## src/hw/psfs_pkg.sv

```systemverilog
// constants, states and carriers shared by the power switch supervisor
package psfs_pkg;

    ////////////////////////////////////////////////////////////////////////
    // timing
    localparam int unsigned CLK_HZ     = 10_000_000;
    localparam int unsigned CYC_PER_MS = CLK_HZ / 1000;
    localparam int unsigned BLANK_MS   = 32;
    localparam int unsigned LONG_MS    = 128;
    localparam int unsigned BLANK_CYC  = BLANK_MS * CYC_PER_MS;
    localparam int unsigned LONG_CYC   = LONG_MS * CYC_PER_MS;
    localparam int          TMR_W      = 32;

    ////////////////////////////////////////////////////////////////////////
    // register map, byte addresses on apb
    localparam int          APB_AW      = 8;
    localparam logic [7:0]  ADDR_CTRL   = 8'h00;
    localparam logic [7:0]  ADDR_STATUS = 8'h04;
    localparam logic [7:0]  ADDR_FLAGS  = 8'h08;
    localparam logic [7:0]  STEP_RST    = 8'h10;
    localparam int          STEP_LSB    = 0;
    localparam int          ST_STATE_LSB = 0;
    localparam int          ST_GATE_BIT  = 3;
    localparam int          ST_FAULT_BIT = 4;
    localparam int          ST_GRACE_BIT = 5;
    localparam int          ST_LSEL_BIT  = 6;
    localparam int          ST_DRIVE_LSB = 8;
    localparam logic [7:0]  DRIVE_FULL  = 8'hFF;

    ////////////////////////////////////////////////////////////////////////
    // switch states, gray along off-ramp-on-sag-hot
    typedef enum logic [2:0] {
        ST_OFF     = 3'b000,
        ST_RAMP    = 3'b001,
        ST_ON      = 3'b011,
        ST_SAG_OFF = 3'b010,
        ST_HOT_OFF = 3'b110
    } psfs_state_t;

    // comparator and pin indications, all asynchronous
    typedef struct packed {
        logic lockout;
        logic sag;
        logic limNorm;
        logic limSurge;
        logic overTemp;
        logic cooled;
        logic enable;
    } psfs_flags_t;

endpackage : psfs_pkg

```

## src/hw/psfs_supervisor.sv

```systemverilog
// supervisor of a current-limited high-side switch with apb status
`timescale 1ns/10ps
`default_nettype none
module psfs_supervisor
    import psfs_pkg::*;
#(
    parameter bit          EN_ACTIVE_HIGH = 1'b1,
    parameter bit          SURGE_GRACE    = 1'b0,
    parameter int unsigned SHORT_CYC      = BLANK_CYC,
    parameter int unsigned GRACE_CYC      = LONG_CYC
) (
    input  wire logic              core_clk,
    input  wire logic              rst,
    input  wire psfs_flags_t       flagsPin,
    output logic                   gateOn,
    output logic [7:0]             gateDrive,
    output logic                   limitSel,
    output logic                   faultO,
    output logic                   faultOe_n,
    input  wire logic [APB_AW-1:0] paddr,
    input  wire logic              psel,
    input  wire logic              penable,
    input  wire logic              pwrite,
    input  wire logic [31:0]       pwdata,
    output logic [31:0]            prdata,
    output logic                   pready,
    output logic                   pslverr
);

    ////////////////////////////////////////////////////////////////////////
    // synchronised indications
    logic [$bits(psfs_flags_t)-1:0] flagsVec;
    psfs_flags_t                    flags;
    logic                           enabled;
    logic                           runOk;

    psfs_sync #(
        .W($bits(psfs_flags_t))
    ) u_sync (
        .core_clk(core_clk),
        .rst     (rst),
        .asyncIn (flagsPin),
        .syncOut (flagsVec)
    );

    assign flags   = psfs_flags_t'(flagsVec);
    assign enabled = (flags.enable == EN_ACTIVE_HIGH);
    // lockout makes the enable pin meaningless
    assign runOk   = enabled && !flags.lockout;

    ////////////////////////////////////////////////////////////////////////
    // interval timers
    localparam logic [TMR_W-1:0] SHORT_LIM = TMR_W'(SHORT_CYC);
    localparam logic [TMR_W-1:0] GRACE_LIM = TMR_W'(GRACE_CYC);

    psfs_state_t stateQ;
    psfs_state_t stateD;
    logic [7:0]  stepQ;
    logic        faultQ;
    logic        sagDone;
    logic        offDone;
    logic        graceDone;
    logic        asrtDone;
    logic        relDone;
    logic        graceActive;
    logic        faultCond;
    logic        limiting;
    logic        turnOn;

    assign gateOn = (stateQ == ST_RAMP) || (stateQ == ST_ON);
    assign turnOn = (stateD == ST_RAMP) && (stateQ != ST_RAMP);

    // sag only counts with the switch on
    psfs_timer #(.W(TMR_W)) u_sag (
        .core_clk(core_clk),
        .rst     (rst),
        .run     (gateOn && flags.sag),
        .clr     (!(gateOn && flags.sag)),
        .limit   (SHORT_LIM),
        .done    (sagDone)
    );

    psfs_timer #(.W(TMR_W)) u_off (
        .core_clk(core_clk),
        .rst     (rst),
        .run     (stateQ == ST_SAG_OFF),
        .clr     (stateQ != ST_SAG_OFF),
        .limit   (GRACE_LIM),
        .done    (offDone)
    );

    // grace restarts on every turn-on and runs to its end
    psfs_timer #(.W(TMR_W)) u_grace (
        .core_clk(core_clk),
        .rst     (rst),
        .run     (stateQ != ST_OFF),
        .clr     (turnOn || stateQ == ST_OFF),
        .limit   (GRACE_LIM),
        .done    (graceDone)
    );

    psfs_timer #(.W(TMR_W)) u_asrt (
        .core_clk(core_clk),
        .rst     (rst),
        .run     (faultCond && !faultQ),
        .clr     (!faultCond || faultQ),
        .limit   (SHORT_LIM),
        .done    (asrtDone)
    );

    // release hold, restarted whenever the fault returns
    psfs_timer #(.W(TMR_W)) u_rel (
        .core_clk(core_clk),
        .rst     (rst),
        .run     (faultQ && !faultCond),
        .clr     (faultCond || !faultQ),
        .limit   (SURGE_GRACE ? GRACE_LIM : SHORT_LIM),
        .done    (relDone)
    );

    ////////////////////////////////////////////////////////////////////////
    // current limit selection and fault condition
    assign graceActive = SURGE_GRACE && gateOn && !graceDone;
    assign limitSel    = graceActive;
    assign limiting    = gateOn &&
                         (limitSel ? flags.limSurge : flags.limNorm);
    assign faultCond   = limiting || (stateQ == ST_HOT_OFF);

    ////////////////////////////////////////////////////////////////////////
    // switch state machine
    always_comb begin
        stateD = stateQ;
        unique case (stateQ)
            ST_OFF: begin
                if (runOk) begin
                    stateD = ST_RAMP;
                end
            end
            ST_RAMP, ST_ON: begin
                if (!runOk) begin
                    stateD = ST_OFF;
                end else if (flags.overTemp) begin
                    stateD = ST_HOT_OFF;
                end else if (sagDone) begin
                    // sag wins even inside grace
                    stateD = ST_SAG_OFF;
                end else if (stateQ == ST_RAMP &&
                             gateDrive == DRIVE_FULL) begin
                    stateD = ST_ON;
                end
            end
            ST_SAG_OFF: begin
                if (!runOk) begin
                    stateD = ST_OFF;
                end else if (offDone) begin
                    stateD = ST_RAMP;
                end
            end
            ST_HOT_OFF: begin
                if (!runOk) begin
                    stateD = ST_OFF;
                end else if (flags.cooled) begin
                    stateD = ST_RAMP;
                end
            end
            default: begin
                stateD = ST_OFF;
            end
        endcase
    end

    always_ff @(posedge core_clk or posedge rst) begin
        if (rst) begin
            stateQ <= ST_OFF;
        end else begin
            stateQ <= stateD;
        end
    end

    ////////////////////////////////////////////////////////////////////////
    // soft-start ramp; zero step would stall, so it acts as one
    logic [8:0] driveSum;
    logic [7:0] stepEff;

    assign stepEff  = (stepQ == 8'h00) ? 8'h01 : stepQ;
    assign driveSum = {1'b0, gateDrive} + {1'b0, stepEff};

    always_ff @(posedge core_clk or posedge rst) begin
        if (rst) begin
            gateDrive <= 8'h00;
        end else if (turnOn || !gateOn) begin
            gateDrive <= 8'h00;
        end else if (stateQ == ST_RAMP) begin
            gateDrive <= driveSum[8] ? DRIVE_FULL : driveSum[7:0];
        end
    end

    ////////////////////////////////////////////////////////////////////////
    // fault flag, open drain
    logic assertOk;

    assign assertOk = SURGE_GRACE ? (faultCond && graceDone)
                                  : asrtDone;

    always_ff @(posedge core_clk or posedge rst) begin
        if (rst) begin
            faultQ <= 1'b0;
        end else if (flags.lockout) begin
            faultQ <= 1'b0;
        end else if (!faultQ && assertOk) begin
            faultQ <= 1'b1;
        end else if (faultQ && relDone && !faultCond) begin
            // a fault returning on the last hold cycle keeps the flag
            faultQ <= 1'b0;
        end
    end

    // never drives high; the pull-up is outside
    assign faultO    = 1'b0;
    assign faultOe_n = !faultQ;

    ////////////////////////////////////////////////////////////////////////
    // apb slave, zero wait, read data captured in setup
    logic        mapped;
    logic [31:0] statusWord;

    assign pready = 1'b1;
    assign mapped = (paddr == ADDR_CTRL) || (paddr == ADDR_STATUS) ||
                    (paddr == ADDR_FLAGS);

    always_comb begin
        statusWord = 32'h0000_0000;
        statusWord[ST_STATE_LSB +: 3] = stateQ;
        statusWord[ST_GATE_BIT]       = gateOn;
        statusWord[ST_FAULT_BIT]      = faultQ;
        statusWord[ST_GRACE_BIT]      = graceActive;
        statusWord[ST_LSEL_BIT]       = limitSel;
        statusWord[ST_DRIVE_LSB +: 8] = gateDrive;
    end

    always_ff @(posedge core_clk or posedge rst) begin
        if (rst) begin
            prdata  <= 32'h0000_0000;
            pslverr <= 1'b0;
        end else if (psel && !penable) begin
            pslverr <= !mapped;
            if (paddr == ADDR_CTRL) begin
                prdata <= {24'h00_0000, stepQ};
            end else if (paddr == ADDR_STATUS) begin
                prdata <= statusWord;
            end else if (paddr == ADDR_FLAGS) begin
                prdata <= {25'h000_0000, flagsVec};
            end else begin
                prdata <= 32'h0000_0000;
            end
        end
    end

    always_ff @(posedge core_clk or posedge rst) begin
        if (rst) begin
            stepQ <= STEP_RST;
        end else if (psel && penable && pwrite && paddr == ADDR_CTRL) begin
            stepQ <= pwdata[STEP_LSB +: 8];
        end
    end
endmodule : psfs_supervisor
`default_nettype wire

```

## src/hw/psfs_sync.sv

```systemverilog
// two-flop synchroniser for a bundle of asynchronous levels
`timescale 1ns/10ps
`default_nettype none
module psfs_sync #(
    parameter int W = 1
) (
    input  wire logic         core_clk,
    input  wire logic         rst,
    input  wire logic [W-1:0] asyncIn,
    output logic      [W-1:0] syncOut
);
    logic [W-1:0] meta_q;

    // first stage feeds only the second
    always_ff @(posedge core_clk or posedge rst) begin
        if (rst) begin
            meta_q  <= '0;
            syncOut <= '0;
        end else begin
            meta_q  <= asyncIn;
            syncOut <= meta_q;
        end
    end
endmodule : psfs_sync
`default_nettype wire

```

## src/hw/psfs_timer.sv

```systemverilog
// saturating interval counter with clear and terminal flag
`timescale 1ns/10ps
`default_nettype none
module psfs_timer #(
    parameter int W = 32
) (
    input  wire logic         core_clk,
    input  wire logic         rst,
    input  wire logic         run,
    input  wire logic         clr,
    input  wire logic [W-1:0] limit,
    output logic              done
);
    logic [W-1:0] cnt_q;

    assign done = (cnt_q >= limit);

    // clear wins; counter stops at the limit
    always_ff @(posedge core_clk or posedge rst) begin
        if (rst) begin
            cnt_q <= '0;
        end else if (clr) begin
            cnt_q <= '0;
        end else if (run && !done) begin
            cnt_q <= cnt_q + W'(1);
        end
    end
endmodule : psfs_timer
`default_nettype wire

```

## config.mk

```make
export PLATFORM = sky130hd
export DESIGN_NAME = psfs_supervisor
export DESIGN_NICKNAME = d
export VERILOG_FILES = /design/src/hw/psfs_pkg.sv /design/src/hw/psfs_supervisor.sv /design/src/hw/psfs_sync.sv /design/src/hw/psfs_timer.sv
export SDC_FILE = /design/constraint.sdc
export NUM_CORES = 1
export LEC_CHECK = 0
export BUFFER_PORTS_ARGS = -buffer_cell sky130_fd_sc_hd__buf_2
export CAP_MARGIN = 20
export CORE_MARGIN = 2
export CORE_UTILIZATION = 63
export CTS_BUF_LIST = sky130_fd_sc_hd__clkbuf_8
export CTS_CLUSTER_SIZE = 40
export DETAILED_ROUTE_END_ITERATION = 10
export MAX_ROUTING_LAYER = met4
export PLACE_DENSITY_LB_ADDON = 0.1
export SLEW_MARGIN = 40
export SYNTH_ARGS = -nofsm -noshare
export SYNTH_HDL_FRONTEND = slang
export SYNTH_HIERARCHICAL = 1
export SYNTH_SLANG_ARGS = --single-unit
```

## constraint.sdc

```tcl
create_clock -name core_clk -period 3.4 [get_ports core_clk]
set_input_delay 0.17 -clock core_clk [delete_from_list [all_inputs] [get_ports core_clk]]
set_output_delay 0.17 -clock core_clk [all_outputs]
set_load 0.02 [all_outputs]
```

After elaboration in Yosys (flattened, before gate mapping)
Cells that the tools add are included.
{"block": "totals", "inputBits": 52, "output_inout_bits": 46, "mem_bits_rw": 0, "wordCells": 104, "latch_bits": 0, "ff_bits": 195, "mem_bits_ro": 0, "memories": 0}
{"block": "classes", "reduce_logical": 44, "addsub": 5, "n_div": 0, "magnitude_cmp": 4, "shift": 0, "muxes": 28, "bitwise_logic": 0, "eq_ne": 11, "n_mul": 0}
{"operator": "two-way mux 32 bit", "n": 8}
{"operator": "adder 32 x 1 -> 32 bit, second input constant", "n": 4}
{"operator": "greater-or-equal comparator 32 x 19 -> 1 bit, second input constant", "n": 3}
{"operator": "greater-or-equal comparator 32 x 21 -> 1 bit, second input constant", "n": 1}
{"operator": "two-way mux 16 bit", "n": 2}
{"operator": "two-way mux 8 bit", "n": 4}
{"operator": "two-way mux 3 bit", "n": 9}
{"operator": "logical AND 1 bit", "n": 18}
{"operator": "logical NOT 8 bit", "n": 2}
{"operator": "one-hot mux 3 bit (4 select lines)", "n": 1}
{"operator": "logical NOT 1 bit", "n": 10}
{"operator": "adder 8 x 8 -> 9 bit", "n": 1}
{"operator": "equality test 8 x 3 -> 1 bit, second input constant", "n": 1}
{"operator": "equality test 8 x 4 -> 1 bit, second input constant", "n": 1}
{"operator": "equality test 8 bit, second input constant", "n": 1}
{"operator": "nonzero test 2 bit", "n": 4}
{"operator": "logical OR 1 bit", "n": 7}
{"operator": "two-way mux 7 bit", "n": 1}
{"operator": "equality test 3 x 1 -> 1 bit, second input constant", "n": 2}
{"operator": "equality test 3 x 2 -> 1 bit, second input constant", "n": 2}
{"operator": "equality test 3 bit, second input constant", "n": 1}
{"operator": "logical NOT 3 bit", "n": 1}
{"operator": "two-way mux 1 bit", "n": 3}
{"operator": "inequality test 3 x 1 -> 1 bit, second input constant", "n": 1}
{"operator": "other kinds (4)", "n": 4}

Logic depth before layout (Yosys ltp)
{"block": "logic_depth", "word_depth": 11, "depth_mapped": 15, "mapped_depth_nobuf": 12}

Cells and area by module
The synthesis kept the hierarchy.
{"module": "psfs_timer (u_asrt ...)", "area_per_inst_um2": 2702.6, "cells_per_inst": 316, "instances": 3, "seq_area_each_um2": 800.8}
{"module": "psfs_timer (u_off)", "area_per_inst_um2": 2737.6, "cells_per_inst": 298, "instances": 1, "seq_area_each_um2": 800.8}
{"module": "psfs_supervisor", "area_per_inst_um2": 2192.1, "cells_per_inst": 232, "instances": 1, "seq_area_each_um2": 927.1}
{"module": "psfs_sync", "area_per_inst_um2": 354.1, "cells_per_inst": 15, "instances": 1, "seq_area_each_um2": 350.3}

Worst setup path before layout
No wires, ideal clock.
{"block": "synth_path", "path_type": "flip-flop to flip-flop", "startpoint": "reg u_asrt.cnt_q[27]", "endpoint": "reg u_asrt.cnt_q[12]", "period_less_slack_ns": 2.701, "arrival_time_ns": 2.573, "required_ns": 3.273, "path_slack_ns": 0.699, "setup_ns": 0.127, "path_buffers": 1, "path_stages_with_launch": 10, "cell_sequence": "dfrtp_1 ha_1 and2_0 a221o_1 a221oi_2 o21ai_2 nor4_1 buf_2 and3_1 mux2_1"}
{"block": "synth_between", "elab_chain_len": 4}
{"element": "start: declaration", "line_no": "psfs_timer.sv:14", "source": "logic [W-1:0] cnt_q;"}
{"element": "start signal: assignment", "line_no": "psfs_timer.sv:25", "source": "cnt_q <= cnt_q + W'(1);"}
{"element": "greater-or-equal comparator 32 x 19 -> 1 bit", "line_no": "psfs_timer.sv:16", "source": "assign done = (cnt_q >= limit);"}
{"element": "logical NOT 1 bit", "line_no": "psfs_timer.sv:24", "source": "end else if (run && !done) begin"}
{"element": "logical AND 1 bit", "line_no": "psfs_timer.sv:24"}
{"element": "nonzero test 2 bit (no line)"}
Every way passes these cells.
A chain may end at the register's enable or synchronous reset.

Worst setup path after layout
{"block": "layout_path", "startpoint": "reg u_rel.cnt_q[11]", "endpoint": "reg u_rel.cnt_q[10]"}
{"block": "layout_between", "elab_chain_len": 4}
{"element": "start: declaration", "line_no": "psfs_timer.sv:14"}
{"element": "start signal: assignment", "line_no": "psfs_timer.sv:25"}
{"element": "greater-or-equal comparator 32 x 19 -> 1 bit", "line_no": "psfs_timer.sv:16"}
{"element": "net relDone", "line_no": "psfs_supervisor.sv:64", "source": "logic relDone;"}
{"element": "logical NOT 1 bit", "line_no": "psfs_timer.sv:24"}
{"element": "logical AND 1 bit", "line_no": "psfs_timer.sv:24"}
{"element": "nonzero test 2 bit (no line)"}
The timed path passes the listed nets, and every way through them passes these cells.

==> impl_results.html <==
<table>
<tr><th>Metric</th><th>Value</th></tr>
<tr><th colspan="2">Timing</th></tr>
<tr><td>Final setup fails</td><td>0</td></tr>
<tr><td>Setup clock skew after layout</td><td>between 0.015 and 0.02 ns</td></tr>
<tr><td>Final count of hold timing violations</td><td>0</td></tr>
<tr><td>Worst-case headroom to the max-slew limit</td><td>59.1%</td></tr>
<tr><td>Final number of max-transition violations</td><td>0</td></tr>
<tr><td>Crit share post-route</td><td>between 90% and 100%</td></tr>
<tr><td>Shortest period the worst path allows</td><td>3.14 ns</td></tr>
<tr><td>Summed negative setup slack over all endpoints</td><td>0 ns</td></tr>
<tr><td>Setup repair after global routing missed its margin</td><td>false</td></tr>
<tr><td>Max Clk Rate</td><td>~320 MHz</td></tr>
<tr><td>Least-Margin Pin Slew</td><td>0.612 ns</td></tr>
<tr><td>WHS</td><td>0.148 ns</td></tr>
<tr><th colspan="2">Logic synthesis</th></tr>
<tr><td>Xor/xnor cell area share of the yosys netlist</td><td>roughly 2.6%</td></tr>
<tr><td>Post-synthesis instance area</td><td>13400 µm²</td></tr>
<tr><td>Distinct cells, synth</td><td>79</td></tr>
<tr><td>Simple logic cell fraction of the synthesized area</td><td>between 20 and 25%</td></tr>
<tr><td>Biggest area consumer among synthesized cells</td><td>sky130_fd_sc_hd__dfrtp_1</td></tr>
<tr><td>Commonest register cell after synthesis</td><td>sky130_fd_sc_hd__dfrtp_1</td></tr>
<tr><td>Main combinational cell family by area after synthesis</td><td>simple AND/OR/NAND/NOR gates</td></tr>
<tr><td>Cell count after synthesis</td><td>between 1000 and 1500</td></tr>
<tr><td>Post-Syn Area per Cell</td><td>8.97 µm²</td></tr>
<tr><td>Count of warnings emitted by yosys</td><td>6</td></tr>
<tr><td>Compound-gate portion of the synthesized area</td><td>13.3%</td></tr>
<tr><td>Number of synthesized flops with an enable pin</td><td>0</td></tr>
<tr><td>Proportion of synthesized chip area in sequential cells</td><td>around 33%</td></tr>
<tr><td>Total of flip-flops plus latches after synthesis</td><td>179</td></tr>
<tr><td>Share of the synthesized area in the top cell type</td><td>between 30% and 40%</td></tr>
<tr><td>Share of synthesized cell area in full adder, half adder and majority cells</td><td>between 10% and 20%</td></tr>
<tr><td>Post-synthesis mux area share</td><td>around 4.1%</td></tr>
<tr><td>Synth area leaders</td><td>sky130_fd_sc_hd__dfrtp_1 33%, sky130_fd_sc_hd__ha_1 13%, sky130_fd_sc_hd__inv_1 5.2%</td></tr>
<tr><td>Share of flip-flops with an asynchronous set or reset after synthesis</td><td>100%</td></tr>
<tr><th colspan="2">Global routing</th></tr>
<tr><td>First-pass GRT wire length</td><td>~48000 µm</td></tr>
<tr><td>Maximum number of pins on one net before global-route repair</td><td>46</td></tr>
<tr><td>Vias in the first global route</td><td>about 10000</td></tr>
<tr><td>Initial antenna violation count</td><td>1</td></tr>
<tr><td>Global-route congestion overflow total</td><td>0</td></tr>
<tr><td>GRT Total Usage</td><td>26.6%</td></tr>
<tr><th colspan="2">Floorplan</th></tr>
<tr><td>I/O pin cnt</td><td>approximately 100</td></tr>
<tr><td>DIE HEIGHT</td><td>150 µm</td></tr>
<tr><td>Site Rows</td><td>53</td></tr>
<tr><td>Core area</td><td>about 21000 µm²</td></tr>
<tr><td>Die Area</td><td>22400 µm²</td></tr>
<tr><td>Chip width</td><td>roughly 150 µm</td></tr>
<tr><td>Initial Utilization</td><td>~64%</td></tr>
<tr><th colspan="2">Placement</th></tr>
<tr><td>Global placer's final weighted congestion</td><td>about 0.87</td></tr>
<tr><td>Count of input and output buffers</td><td>54</td></tr>
<tr><td>HPWL after detailed placement</td><td>around 20000 µm</td></tr>
<tr><td>Dpl cells</td><td>1918</td></tr>
<tr><th colspan="2">Worst setup path</th></tr>
<tr><td>Cell family with most CP delay</td><td>simple AND/OR/NAND/NOR gates</td></tr>
<tr><td>Crit end category</td><td>flop</td></tr>
<tr><td>Setup CP Type</td><td>reg -&gt; reg</td></tr>
<tr><td>WP data arrival</td><td>about 3.5 ns</td></tr>
<tr><td>Data required time at the worst endpoint</td><td>between 3 and 4 ns</td></tr>
<tr><td>Type of element launching the critical path</td><td>flop</td></tr>
<tr><td>Buffers &amp; Inverters on Critical Path</td><td>1</td></tr>
<tr><td>Delay of the slowest critical-path stage</td><td>around 0.57 ns</td></tr>
<tr><td>Critical-path cell list</td><td>ha_1 -&gt; nand4_1 -&gt; nor4_1 -&gt; a32oi_1 -&gt; a211oi_2 -&gt; nor2_4 -&gt; inv_2 -&gt; or4_4 -&gt; mux2_4</td></tr>
<tr><td>Cell with the largest stage delay on the worst path</td><td>sky130_fd_sc_hd__a211oi_2</td></tr>
<tr><td>Biggest fanout along the worst timing path</td><td>29</td></tr>
<tr><th colspan="2">Layout</th></tr>
<tr><td>Count of placed standard cells in the final layout, fillers left out</td><td>around 2000</td></tr>
<tr><td>Net count reported at finish</td><td>approximately 1900</td></tr>
<tr><td>Fraction of layout instances using a drive strength above 1</td><td>13.2%</td></tr>
<tr><td>Area overhead of the layout relative to synthesis</td><td>10.7%</td></tr>
<tr><th colspan="2">Clocking</th></tr>
<tr><td>Root buf cell</td><td>sky130_fd_sc_hd__clkbuf_8</td></tr>
<tr><td>Clock tree from TritonCTS</td><td>done</td></tr>
<tr><td>Clock transition time at the flip-flop clock pins of the worst setup and hold paths</td><td>0.10 ns</td></tr>
<tr><td>Number of buffers created by CTS</td><td>17</td></tr>
<tr><td>Number of H-tree branching levels</td><td>4</td></tr>
<tr><td>Clk buf depth</td><td>2</td></tr>
<tr><td>Quantity of gates resized following cts</td><td>0</td></tr>
<tr><td>Worst-Skew Late Latency</td><td>between 0.4 and 0.5 ns</td></tr>
<tr><td>Clock sink count</td><td>179</td></tr>
<tr><th colspan="2">Detailed routing</th></tr>
<tr><td>Number of remaining DRC errors</td><td>0</td></tr>
<tr><td>Violation count after the first detailed-route iteration</td><td>about 600</td></tr>
<tr><td>Number of nets with antenna violations after detailed routing</td><td>0</td></tr>
<tr><td>WL final</td><td>27900 µm</td></tr>
<tr><td>Mean number of vias per cell</td><td>between 5 and 6</td></tr>
<tr><td>Wirelength per Cell</td><td>14.2 µm</td></tr>
<tr><td>Via count</td><td>around 11000</td></tr>
<tr><td>Detailed-routing iteration count for the pre-antenna-repair pass</td><td>7</td></tr>
<tr><th colspan="2">Hold path</th></tr>
<tr><td>Class of the most critical hold timing path</td><td>in -&gt; reg</td></tr>
<tr><th colspan="2">Power and ir drop</th></tr>
<tr><td>VDD IR-drop max</td><td>approximately 0.00022 V</td></tr>
<tr><td>Leakage power total</td><td>6.87 nW</td></tr>
<tr><td>Power per standard cell area</td><td>around 260 nW/µm²</td></tr>
<tr><th colspan="2">Flow run</th></tr>
<tr><td>Max Cap Violations</td><td>0</td></tr>
<tr><th colspan="2">Outcome</th></tr>
<tr><td>Run status</td><td>finished, final reports clean</td></tr>
</table>
-- power breakdown --
group | internal, mW | switching [mW] | total (mW)
sequential | 2.14 | 0.0126 | 2.15
clock | 0.541 | 0.867 | 1.41
combinational | 0.111 | 0.221 | 0.332
total | 2.79 | 1.10 | 3.90
-- per-layer routing --
| layer | up-vias | global-route usage [%] | share of wire [%] |
|---|---|---|---|
| met2 | 216 | 44.8 | 50 |
| met1 | 5211 | 34.1 | 46 |
| met5 | - | - | 0 |
| met3 | 29 | 2.99 | 3.4 |
| li1 | 5511 | - | - |
| met4 | 0 | 7.59 | 1.2 |
-- placed cells by master (no fill, tap or decap), types with 17 or more instances in the layout --
cell type                  count
sky130_fd_sc_hd__a21oi_1     102
sky130_fd_sc_hd__a31o_2       17
sky130_fd_sc_hd__and3_1       18
sky130_fd_sc_hd__and4_1       22
sky130_fd_sc_hd__buf_2        54
sky130_fd_sc_hd__buf_4        24
sky130_fd_sc_hd__clkbuf_8     17
sky130_fd_sc_hd__conb_1      147
sky130_fd_sc_hd__dfrtp_1     178
sky130_fd_sc_hd__ha_1        140
sky130_fd_sc_hd__inv_1       187
sky130_fd_sc_hd__mux2_2       25
sky130_fd_sc_hd__nand2_1      88
sky130_fd_sc_hd__nand2b_1     25
sky130_fd_sc_hd__nand3_1      37
sky130_fd_sc_hd__nand4_1      49
sky130_fd_sc_hd__nor2_1      114
sky130_fd_sc_hd__nor2b_1      37
sky130_fd_sc_hd__nor3_1       34
sky130_fd_sc_hd__nor4_1       19
sky130_fd_sc_hd__o21ai_0      49
sky130_fd_sc_hd__o31ai_1      21
sky130_fd_sc_hd__or3_1        22
sky130_fd_sc_hd__or4_1        21
sky130_fd_sc_hd__xnor2_1      37
-- worst paths after layout --
path,cells after the start,endpoint,start,slack [ns]
max,9,u_rel/cnt_q[10]$_DFFE_PP0P_,u_rel/cnt_q[11]$_DFFE_PP0P_,0.26
min,3,pslverr$_DFFE_PP0P_,paddr[2],0.15
min reg2reg,0,u_sync/syncOut[0]$_DFF_PP0_,u_sync/meta_q[0]$_DFF_PP0_,0.36
min in group asynchronous,3,faultQ$_DFFE_PP0P_,rst,0.19
max reg2reg,9,u_rel/cnt_q[10]$_DFFE_PP0P_,u_rel/cnt_q[11]$_DFFE_PP0P_,0.26
max in group asynchronous,4,stepQ[4]$_DFFE_PP1P_,rst,2.57
-- flip-flops by register name, indices dropped and copies added, names as in the netlist --
register	cells
u_asrt/cnt_q	32
u_off/cnt_q	32
u_rel/cnt_q	32
u_sag/cnt_q	32
prdata	16
gateDrive	8
stepQ	8
u_sync/meta_q	7
u_sync/syncOut	7
stateQ	3
faultQ	1
pslverr	1
-- tightest hold or removal path: cells and delay by family --
family,cells,cell delay [ns]
AOI/OAI and AO/OA,2,0.23
buffers and inverters,1,0.18
-- cells in the mapped netlist, types with 19 or more instances --
cell type                  instances
sky130_fd_sc_hd__and4_1           22
sky130_fd_sc_hd__nand3_1          37
sky130_fd_sc_hd__nor2_1          114
sky130_fd_sc_hd__nand4_1          49
sky130_fd_sc_hd__nand2b_1         26
sky130_fd_sc_hd__or4_1            21
sky130_fd_sc_hd__nand2_1          88
sky130_fd_sc_hd__o21ai_0          49
sky130_fd_sc_hd__inv_1           186
sky130_fd_sc_hd__buf_4            25
sky130_fd_sc_hd__nor3_1           34
sky130_fd_sc_hd__xnor2_1          37
sky130_fd_sc_hd__o31ai_1          21
sky130_fd_sc_hd__mux2_2           25
sky130_fd_sc_hd__nor4_1           19
sky130_fd_sc_hd__dfrtp_1         178
sky130_fd_sc_hd__or3_1            22
sky130_fd_sc_hd__ha_1            140
sky130_fd_sc_hd__nor2b_1          37
sky130_fd_sc_hd__clkbuf_1         34
sky130_fd_sc_hd__a21oi_1         102
-- cell type report --
class                   count  area (µm²)
fillers                  1643        6130
repair buffers             94         611
flip-flops and latches    179        4480
inverters                 190         713
diodes                      1        2.50
multi-input cells        1196        8310
clock inverters            15         135
well taps                 275         344
clock buffers              17         234
-- per-stage QoR --
step	util [%]	setup WS [ns]	power, mW	cell area [µm²]
3_5_place_dp	68.2	0.325	2.51	14300
5_1_grt	70.8	0.0784	4.08	14800
3_3_place_gp	68.2	0.376	2.50	14300
4_1_cts	70.7	0.296	3.93	14800
2_1_floorplan	-	0.699	2.45	13900
6_report	70.8	0.262	3.90	14800
-- timing repair --
item	CTS	global route
hold buffers	16	0
endpoints found under the hold margin	193	0
setup buffers	0	0
-- kinds of logic (layout without fill, tap and decap cells) --
logic type	Yosys count	count (layout)
fa+ha+maj	141	141
mux	49	49
other cells	2	148
flops	179	179
compound gates	264	264
simple gates	555	555
xor+xnor	40	40
buf+inv	263	316
No activity file was read; power rests on OpenSTA's default activity.
